[config.mk]
export PLATFORM = sky130hd
export DESIGN_NAME = uart_addr_detect_wake_irq_ctrl
export DESIGN_NICKNAME = d
export VERILOG_FILES = /design/src/hw/uart_ctl_pkg.sv /design/src/hw/uart_addr_detect_wake_irq_ctrl.sv
export SDC_FILE = /design/constraint.sdc
export NUM_CORES = 1
export LEC_CHECK = 0
export ABC_AREA = 1
export BUFFER_PORTS_ARGS = -buffer_cell sky130_fd_sc_hd__buf_2
export CORE_ASPECT_RATIO = 1.75
export CORE_MARGIN = 4
export CORE_UTILIZATION = 50
export CTS_CLUSTER_DIAMETER = 40
export DETAILED_ROUTE_END_ITERATION = 16
export PLACE_DENSITY_LB_ADDON = 0.2
export SLEW_MARGIN = 20
export SYNTH_ARGS = -nofsm -noshare
export SYNTH_HDL_FRONTEND = slang
export SYNTH_SLANG_ARGS = --single-unit
export TNS_END_PERCENT = 5
[constraint.sdc]
create_clock -name i_clock -period 3 [get_ports i_clock]
set_input_delay 0.45 -clock i_clock [delete_from_list [all_inputs] [get_ports i_clock]]
set_output_delay 0.45 -clock i_clock [all_outputs]
set_load 0.02 [all_outputs]
[src/hw/uart_ctl_pkg.sv]
`default_nettype none
package uart_ctl_pkg;
  localparam int unsigned ADDR_W = 8;
  localparam int unsigned DATA_W = 32;
  localparam int unsigned WORD_W = 9;

  localparam logic [ADDR_W-1:0] OFF_CONTROL_TWO = 8'h00;
  localparam logic [ADDR_W-1:0] OFF_BAUD_DIVISOR = 8'h04;
  localparam logic [ADDR_W-1:0] OFF_FORMAT = 8'h08;
  localparam logic [ADDR_W-1:0] OFF_EVENT_STATUS = 8'h0C;
  localparam logic [ADDR_W-1:0] OFF_EVENT_MASK = 8'h10;
  localparam logic [ADDR_W-1:0] OFF_RX_DATA = 8'h14;
  localparam logic [ADDR_W-1:0] OFF_STATE = 8'h18;

  localparam int unsigned FMT_NINE_BIT = 0;
  localparam int unsigned FMT_NINTH_RX = 1;
  localparam int unsigned ST_PORT_IRQ = 0;
  localparam int unsigned ST_WAKE_REQ = 1;
  localparam int unsigned ST_CLK_ON = 2;
  localparam int unsigned BIT_SEVEN = 7;
  localparam int unsigned BIT_NINTH = 8;

  localparam logic [5:0] PRESCALE_LOW_LAST = 6'h3F;
  localparam logic [5:0] PRESCALE_HIGH_LAST = 6'h0F;
  localparam logic [7:0] CONTROL_TWO_RESET = 8'h00;
  localparam logic [7:0] BAUD_DIVISOR_RESET = 8'h00;
  localparam logic [2:0] EVENT_RESET = 3'h0;

  typedef struct packed {
    logic tx_enable;
    logic rx_enable;
    logic baud_high_speed_select;
    logic address_detect_enable;
    logic wake_enable;
    logic receive_irq_enable;
    logic tx_idle_irq_enable;
    logic tx_empty_irq_enable;
  } uart_control_two_t;

  typedef struct packed {
    logic discarded_word;
    logic address_word;
    logic wake;
  } event_bits_t;

  typedef struct packed {
    logic overrun_flag;
    logic rx_data_ready_flag;
    logic tx_idle_flag;
    logic tx_buffer_empty_flag;
  } port_flags_t;
endpackage : uart_ctl_pkg
`default_nettype wire

[src/hw/uart_addr_detect_wake_irq_ctrl.sv]
`timescale 1ns/1ps
`default_nettype none
module uart_addr_detect_wake_irq_ctrl
  import uart_ctl_pkg::*;
(
  input wire logic i_clock,
  input wire logic i_rstn,
  input wire logic i_psel,
  input wire logic i_penable,
  input wire logic i_pwrite,
  input wire logic [ADDR_W-1:0] i_paddr,
  input wire logic [DATA_W-1:0] i_pwdata,
  output logic [DATA_W-1:0] o_prdata,
  output logic o_pready,
  output logic o_pslverr,
  input wire logic i_rx_pin,
  input wire logic i_port_clock_on,
  input wire logic i_rx_word_valid,
  input wire logic [WORD_W-1:0] i_rx_word,
  input wire port_flags_t i_flags,
  output logic o_rx_data_valid,
  output logic [WORD_W-1:0] o_rx_data,
  output logic o_received_ninth_bit,
  output logic o_baud_tick,
  output uart_control_two_t o_control,
  output logic o_nine_bit_select,
  output logic o_wake_request,
  output logic o_port_irq_flag,
  output logic o_irq
);

  uart_control_two_t ctrl_r;
  logic [7:0] baud_divisor_r;
  logic nine_bit_r;
  logic ninth_r;
  event_bits_t status_r;
  event_bits_t mask_r;
  logic [WORD_W-1:0] rx_data_r;
  logic rx_data_valid_r;
  logic wake_req_r;
  logic port_irq_r;
  logic irq_r;
  logic pready_r;
  logic pslverr_r;
  logic [DATA_W-1:0] prdata_r;
  logic [5:0] prescale_r;
  logic [7:0] div_r;
  logic tick_r;

  // rx pin and clock gate come from outside this domain
  logic rx_meta_r;
  logic rx_sync_r;
  logic rx_prev_r;
  logic clk_meta_r;
  logic clk_on_r;

  always_ff @(posedge i_clock or negedge i_rstn) begin
    if (!i_rstn) begin
      rx_meta_r <= 1'b1;
      rx_sync_r <= 1'b1;
      rx_prev_r <= 1'b1;
      clk_meta_r <= 1'b0;
      clk_on_r <= 1'b0;
    end else begin
      rx_meta_r <= i_rx_pin;
      rx_sync_r <= rx_meta_r;
      rx_prev_r <= rx_sync_r;
      clk_meta_r <= i_port_clock_on;
      clk_on_r <= clk_meta_r;
    end
  end

  // apb decode
  wire access = i_psel && i_penable;
  wire done = access && pready_r;
  wire wr_done = done && i_pwrite;
  wire rd_done = done && !i_pwrite;
  wire hit_ctrl = (i_paddr == OFF_CONTROL_TWO);
  wire hit_baud = (i_paddr == OFF_BAUD_DIVISOR);
  wire hit_fmt = (i_paddr == OFF_FORMAT);
  wire hit_stat = (i_paddr == OFF_EVENT_STATUS);
  wire hit_mask = (i_paddr == OFF_EVENT_MASK);
  wire hit_rxd = (i_paddr == OFF_RX_DATA);
  wire hit_state = (i_paddr == OFF_STATE);
  wire mapped = hit_ctrl | hit_baud | hit_fmt | hit_stat | hit_mask | hit_rxd | hit_state;

  wire [DATA_W-1:0] rd_mux =
    hit_ctrl ? {24'h000000, ctrl_r} :
    hit_baud ? {24'h000000, baud_divisor_r} :
    hit_fmt ? {30'h00000000, ninth_r, nine_bit_r} :
    hit_stat ? {29'h00000000, status_r} :
    hit_mask ? {29'h00000000, mask_r} :
    hit_rxd ? {23'h000000, rx_data_r} :
    hit_state ? {29'h00000000, clk_on_r, wake_req_r, port_irq_r} :
    32'h00000000;

  // one wait state: pready rises in the second access cycle
  always_ff @(posedge i_clock or negedge i_rstn) begin
    if (!i_rstn) begin
      pready_r <= 1'b0;
      pslverr_r <= 1'b0;
      prdata_r <= 32'h00000000;
    end else begin
      pready_r <= access && !pready_r;
      pslverr_r <= access && !pready_r && !mapped;
      if (access && !pready_r) begin
        prdata_r <= rd_mux;
      end
    end
  end

  always_ff @(posedge i_clock or negedge i_rstn) begin
    if (!i_rstn) begin
      ctrl_r <= CONTROL_TWO_RESET;
      baud_divisor_r <= BAUD_DIVISOR_RESET;
      nine_bit_r <= 1'b0;
      mask_r <= EVENT_RESET;
    end else if (wr_done) begin
      if (hit_ctrl) begin
        ctrl_r <= i_pwdata[7:0];
      end
      if (hit_baud) begin
        baud_divisor_r <= i_pwdata[7:0];
      end
      if (hit_fmt) begin
        nine_bit_r <= i_pwdata[FMT_NINE_BIT];
      end
      if (hit_mask) begin
        mask_r <= i_pwdata[2:0];
      end
    end
  end

  // baud generator, paused while the port clock is off
  wire [5:0] prescale_last = ctrl_r.baud_high_speed_select ? PRESCALE_HIGH_LAST
                                                           : PRESCALE_LOW_LAST;
  wire prescale_end = (prescale_r >= prescale_last);
  wire div_end = (div_r >= baud_divisor_r);

  always_ff @(posedge i_clock or negedge i_rstn) begin
    if (!i_rstn) begin
      prescale_r <= 6'h00;
      div_r <= 8'h00;
      tick_r <= 1'b0;
    end else begin
      tick_r <= clk_on_r && prescale_end && div_end;
      if (clk_on_r) begin
        prescale_r <= prescale_end ? 6'h00 : prescale_r + 6'h01;
        if (prescale_end) begin
          div_r <= div_end ? 8'h00 : div_r + 8'h01;
        end
      end
    end
  end

  // address detection on received words
  wire addr_bit = nine_bit_r ? i_rx_word[BIT_NINTH] : i_rx_word[BIT_SEVEN];
  wire is_address = ctrl_r.address_detect_enable && addr_bit;
  wire discard = ctrl_r.address_detect_enable && !addr_bit;
  wire deliver = i_rx_word_valid && !discard;
  wire addr_word = i_rx_word_valid && is_address;

  always_ff @(posedge i_clock or negedge i_rstn) begin
    if (!i_rstn) begin
      rx_data_valid_r <= 1'b0;
      rx_data_r <= 9'h000;
      ninth_r <= 1'b0;
    end else begin
      rx_data_valid_r <= deliver;
      if (deliver) begin
        rx_data_r <= i_rx_word;
        if (nine_bit_r) begin
          ninth_r <= i_rx_word[BIT_NINTH];
        end
      end
    end
  end

  // wake-up edge works on the free-running clock, not on the gated port clock
  wire rx_fall = rx_prev_r && !rx_sync_r;
  wire wake_set = rx_fall && !clk_on_r && ctrl_r.wake_enable;

  // request holds until software turns the port clock back on
  always_ff @(posedge i_clock or negedge i_rstn) begin
    if (!i_rstn) begin
      wake_req_r <= 1'b0;
    end else if (wake_set) begin
      wake_req_r <= 1'b1;
    end else if (clk_on_r) begin
      wake_req_r <= 1'b0;
    end
  end

  // shared port request flag
  wire rx_src = ctrl_r.receive_irq_enable
                && (i_flags.overrun_flag || i_flags.rx_data_ready_flag);
  wire addr_src = ctrl_r.receive_irq_enable && addr_word;
  wire idle_src = ctrl_r.tx_idle_irq_enable && i_flags.tx_idle_flag;
  wire empty_src = ctrl_r.tx_empty_irq_enable && i_flags.tx_buffer_empty_flag;
  wire port_irq_nxt = rx_src || addr_src || idle_src || empty_src;

  always_ff @(posedge i_clock or negedge i_rstn) begin
    if (!i_rstn) begin
      port_irq_r <= 1'b0;
    end else if (clk_on_r) begin
      port_irq_r <= port_irq_nxt;
    end
  end

  // sticky events; a set in the clearing read's cycle survives
  event_bits_t evt_set;
  assign evt_set = '{discarded_word: i_rx_word_valid && discard,
                     address_word: addr_word,
                     wake: wake_set};
  wire stat_clear = rd_done && hit_stat;

  always_ff @(posedge i_clock or negedge i_rstn) begin
    if (!i_rstn) begin
      status_r <= EVENT_RESET;
      irq_r <= 1'b0;
    end else begin
      status_r <= (stat_clear ? EVENT_RESET : status_r) | evt_set;
      irq_r <= |(((stat_clear ? EVENT_RESET : status_r) | evt_set) & mask_r);
    end
  end

  assign o_prdata = prdata_r;
  assign o_pready = pready_r;
  assign o_pslverr = pslverr_r;
  assign o_rx_data_valid = rx_data_valid_r;
  assign o_rx_data = rx_data_r;
  assign o_received_ninth_bit = ninth_r;
  assign o_baud_tick = tick_r;
  assign o_control = ctrl_r;
  assign o_nine_bit_select = nine_bit_r;
  assign o_wake_request = wake_req_r;
  assign o_port_irq_flag = port_irq_r;
  assign o_irq = irq_r;

  // assertion helpers: cycles between ticks, config change since last tick
  logic [15:0] gap_r;
  logic cfg_chg_r;
  wire [15:0] period = ({10'h000, prescale_last} + 16'h0001)
                       * ({8'h00, baud_divisor_r} + 16'h0001);
  always_ff @(posedge i_clock or negedge i_rstn) begin
    if (!i_rstn) begin
      gap_r <= 16'h0000;
      cfg_chg_r <= 1'b1;
    end else begin
      gap_r <= tick_r ? 16'h0001 : (clk_on_r ? gap_r + 16'h0001 : gap_r);
      cfg_chg_r <= tick_r ? 1'b0 : (cfg_chg_r || (wr_done && (hit_ctrl || hit_baud)) || !clk_on_r);
    end
  end
endmodule : uart_addr_detect_wake_irq_ctrl
`default_nettype wire

* Yosys cells after proc, flatten, opt, wreduce, memory -nomap -nowiden
Cells that the tools add are included.
** Storage, ports and cells
- Logic and storage cells :: 106
- Output and inout port bits :: 58
- Input bits :: 61
- Register bits :: 91
** Operators by class
- $add $sub $neg :: 2
- Bitwise gates (word level) :: 8
- Eq/ne operators :: 6
- Order comparisons :: 2
- Reduce and logical (&&, ||, !) cells :: 41
- Mux-type cells :: 14
** Operator list (count)
- 9-bit 2-to-1 mux :: 6
- 8-bit by 5-bit equality test with 1-bit output, second input constant :: 3
- 1-bit logical AND :: 21
- 8-bit by 4-bit equality test with 1-bit output, second input constant :: 2
- 6-bit 2-to-1 mux :: 2
- 2-bit AND reduction :: 6
- 8-bit by 1-bit adder with 8-bit output, second input constant :: 1
- 8-bit by 3-bit equality test with 1-bit output, second input constant :: 1
- 8-bit >= comparator :: 1
- 8-bit zero test :: 1
- 8-bit 2-to-1 mux :: 1
- 1-bit zero test :: 7
- 6-bit by 1-bit adder with 6-bit output, second input constant :: 1
- 6-bit >= comparator :: 1
- 3-bit 2-to-1 mux :: 2
- 1-bit bitwise OR :: 6
- 1-bit logical OR :: 4
- 3-bit bitwise AND :: 1
- 1-bit 2-to-1 mux :: 3
- 3-bit bitwise OR :: 1
- 3-bit OR reduction :: 1
- 2-bit nonzero test :: 1

* Depth between registers and ports, before layout
- Depth after elaboration :: 9
- Mapped depth :: 10
- Mapped depth without buffers :: 10

* Worst setup path after synthesis
No wires, ideal clock.
- Kind :: register to register
- From :: reg ctrl_r (netlist bit o_control[5])
- To :: reg div_r[5]
- Cell stages (with the launch flop) :: 10
- Data arrival time :: 1619 ps
- Clock period less this slack :: 1737 ps
- Slack :: 1263 ps
- Setup time :: 119 ps
- Required time :: 2881 ps
- Path buffers :: 1
- Cell sequence :: dfrtp_1 ha_1 a21oi_1 o21ai_2 nand2_2 clkinv_2 buf_6 nand2_2 xor2_1 nor2_2
** On the way
- Cells in the longest elaborated chain, start to end :: 3
** Ends and longest elaborated chain
- from (decl) :: line uart_addr_detect_wake_irq_ctrl.sv:32 : uart_control_two_t ctrl_r;
- from (signal assigned) :: line uart_addr_detect_wake_irq_ctrl.sv:120 : ctrl_r <= i_pwdata[7:0];
- 6-bit 2-to-1 mux :: line uart_addr_detect_wake_irq_ctrl.sv:135 : wire [5:0] prescale_last = ctrl_r.baud_high_speed_select ? PRESCALE_HIGH_LAST
- 6-bit >= comparator :: line uart_addr_detect_wake_irq_ctrl.sv:137 : wire prescale_end = (prescale_r >= prescale_last);
- 2-bit AND reduction (no source line)
- to (signal assigned) :: line uart_addr_detect_wake_irq_ctrl.sv:150 : div_r <= div_end ? 8'h00 : div_r + 8'h01;
- to (decl) :: line uart_addr_detect_wake_irq_ctrl.sv:47 : logic [7:0] div_r;
Every way passes these cells.
A chain may end at the register's enable or synchronous reset.

* Final worst setup path
- From :: reg ctrl_r (netlist bit o_control[5])
- To :: reg div_r[3]
Same word-level chain as after synthesis.

==> qor.yml <==
clocking:
  clk_latency_ns: 0.33
  cts_resized: 0
  cts_root_buf: "clkbuf_16"
  cts_tree: "yes"
  post-cts-setup-buffers: 0
  clock_sinks: 68
  cts_max_path_buffers: 2
  clk_transition_reported_paths_ns: 0.05
  h-tree-depth: 3
  cts_buffers: 9
  hold_buffers: 0
cells_and_area:
  layout.nets: 595
  seq_area_sq_um: 1710
  drive_gt1_share_pct: 25.9
  n_fill_cell: 697
  area_delta_synth_final_pct: 16.5
  diodes: 0
  multi_input_area_sq_um: 1670
min_path:
  hold_class: "in -> async"
die:
  start_util_pct: 51.5
  ios: 119
  die_area_sq_um: 8950
  die_w_microns: 73.3
  rows: 41
  core_area_sq_um: 7230
  die-height_microns: 122
power_and_ir_drop:
  p_per_area_nw_per_um2: 523
  p_leak_nw: 2.35
  totalPowerFinal_w: 0.00227
  peakVddDrop_mv: 0.458
sta:
  finalSetupTns_ns: 0
  fmax_mhz: 553
  slew_headroom_pct: 64.4
  setup_viol: 0
  rsz0062_at_grt: "false"
  hold_viol: 0
  whs_ns: 0.137
  finalClockSkew_ns: 0.00594
  drv_slew: 0
  worstMarginPinSlew_ns: 0.531
  timing.final.crit_share_pct: 60.3
  fin_crit_ns: 1.81
synthesis:
  netlist_area_sq_um: 3730
  yosysWarnings: 0
  synth_cell_types: 37
  synth_top_area_share_pct: 43.7
  synth.most_common_cell: "nand2_1"
  synth_enable_flop_cells: 0
  synth.ff_latch_count: 68
  synth_top_area_cell: "dfrtp_1"
  ys.flop_type: "dfrtp_1"
  async_flop_share_pct: 100
  avgSynthCellArea_sq_um: 8.35
  ys_top_cells_by_count: "nand2_1 (127), dfrtp_1 (65), inv_1 (46)"
  synthCells: 446
  ys_seq_area_share_pct: 45.8
  ys_top_cells_by_area: "dfrtp_1 (44%), nand2_1 (13%), buf_4 (4.8%)"
worst_setup_path:
  worstSetupEndpointType: "flop"
  cp_max_fo: 11
  cp.required_ns: 3.21
  startpoint_type: "flop"
  worstPathArrival_ns: 2.02
  critPathMaxStageDelay_ns: 0.43
  slowest_stage: "dfrtp_1"
  path_cells: "ha_1 > a21oi_1 > o21ai_2 > nand2_2 > clkinv_2 > nand2_1 > xor2_1 > nor2_1"
  criticalPathCategory: "reg -> reg"
global_routing:
  grt_pass1_vias: 3082
  grt_pass1_wl_microns: 13900
  overflow: 0
  antenna_found_initial: 0
  grt_use_total_pct: 20.7
  grt_max_degree: 69
drt:
  final_antenna_net_count: 0
  viasPerCell: 5.04
  drc: 0
  wl_per_cell_microns: 14.1
  drt_iter0_markers: 221
  dr.pass1.iters: 4
  routed-via-count: 3077
  wirelength_microns: 8630
run_status:
  status: "finished, final reports clean"
place:
  dp_hpwl_microns: 6810
  place.gp.congestion: 0.873
  io_buffers: 71
job:
  max-cap-violations: 0
placed cells by master (no fill, tap or decap), types with 11 or more instances in the layout:
cell and instances:
nand2_1 127, a21oi_1 14, ha_1 12, o21ai_0 12
o21ai_1 11, dfrtp_1 65, nor2_1 28, buf_2 71
conb_1 23, nand3_1 21, inv_1 46, o21ai_2 19
critical path, delay by kind of cell (launching register included):
family | cells | cell delay (ns)
compound gates | 2 | 0.27
xor+xnor | 1 | 0.16
fa+ha+maj | 1 | 0.33
buf+inv | 1 | 0.19
flops | 1 | 0.43
simple gates | 3 | 0.33
per-layer routing:
layer	wire, microns	global-route usage, %	share of wire, %	up-vias
li1	-	-	-	1513
met1	2930	21.0	34	1448
met2	4820	36.5	56	92
met3	413	4.79	4.8	24
met4	467	13.3	5.4	0
met5	0	0	0	-
registers in the layout, indices dropped and copies added, names as in the netlist:
register / cells
baud_divisor_r: 8
clk_meta_r: 1
clk_on_r: 1
div_r: 8
mask_r: 3
o_baud_tick: 1
o_control: 8
o_irq: 1
o_nine_bit_select: 1
o_port_irq_flag: 1
o_prdata: 9
o_pready: 1
o_pslverr: 1
o_received_ninth_bit: 1
o_rx_data: 9
o_rx_data_valid: 1
o_wake_request: 1
prescale_r: 6
rx_meta_r: 1
rx_prev_r: 1
rx_sync_r: 1
status_r: 3
worst paths after layout:
check	start	to	slack, ns	depth (start not counted)
setup / recovery	o_control[5]$_DFFE_PN0P_	div_r[3]$_DFFE_PN0P_	1.19	8
hold / removal	i_rstn	div_r[6]$_DFFE_PN0P_	0.14	2
setup reg to reg	o_control[5]$_DFFE_PN0P_	div_r[3]$_DFFE_PN0P_	1.19	8
hold reg to reg	clk_meta_r$_DFF_PN0_	clk_on_r$_DFF_PN0_	0.35	0
max in group asynchronous	i_rstn	rx_prev_r$_DFF_PN1_	2.54	2
min in group i_clock	i_rx_pin	rx_meta_r$_DFF_PN1_	0.22	1
logic make-up (layout without fill, tap and decap cells):
| kind of cell | Yosys count | after routing | share of synthesized area [%] |
|---|---|---|---|
| flip-flops | 68 | 68 | 45.8 |
| AND/OR/NAND/NOR | 211 | 211 | 25.8 |
| buffers and inverters | 84 | 141 | 11.8 |
| other | 1 | 23 | 0.101 |
| XOR/XNOR | 10 | 10 | 2.35 |
| AO/OA/AOI/OAI | 60 | 60 | 10.2 |
| adder cells (fa/ha/maj) | 12 | 12 | 4.03 |
stage by stage:
step / util (%) / setup slack (ns) / area (sq um) / std cells
floorplan: - / 1.26 / 3810 / 468
global placement: 56.3 / 1.21 / 4070 / 597
detailed placement: 56.3 / 1.18 / 4070 / 597
CTS: 60.0 / 1.16 / 4340 / 611
global route: 60.0 / 1.03 / 4340 / 611
finish: 60.0 / 1.19 / 4340 / 611
area by class of cell:
class,count,share of cell area [%]
sequential,68,39.3
multi-input combinational,316,38.4
timing repair buffer,72,8.65
clock buffer,11,5.36
inverter,55,4.96
tap,86,2.48
clock inverter,3,0.922
where the power goes:
part	total [W]	switching (W)	internal, W
clock network	0.000988	0.000357	0.000630
registers	0.00102	0.0000424	0.000976
logic	0.000266	0.000178	0.0000872
total	0.00227	0.000578	0.00169
Note: power is estimated with default switching activity, not from simulation.
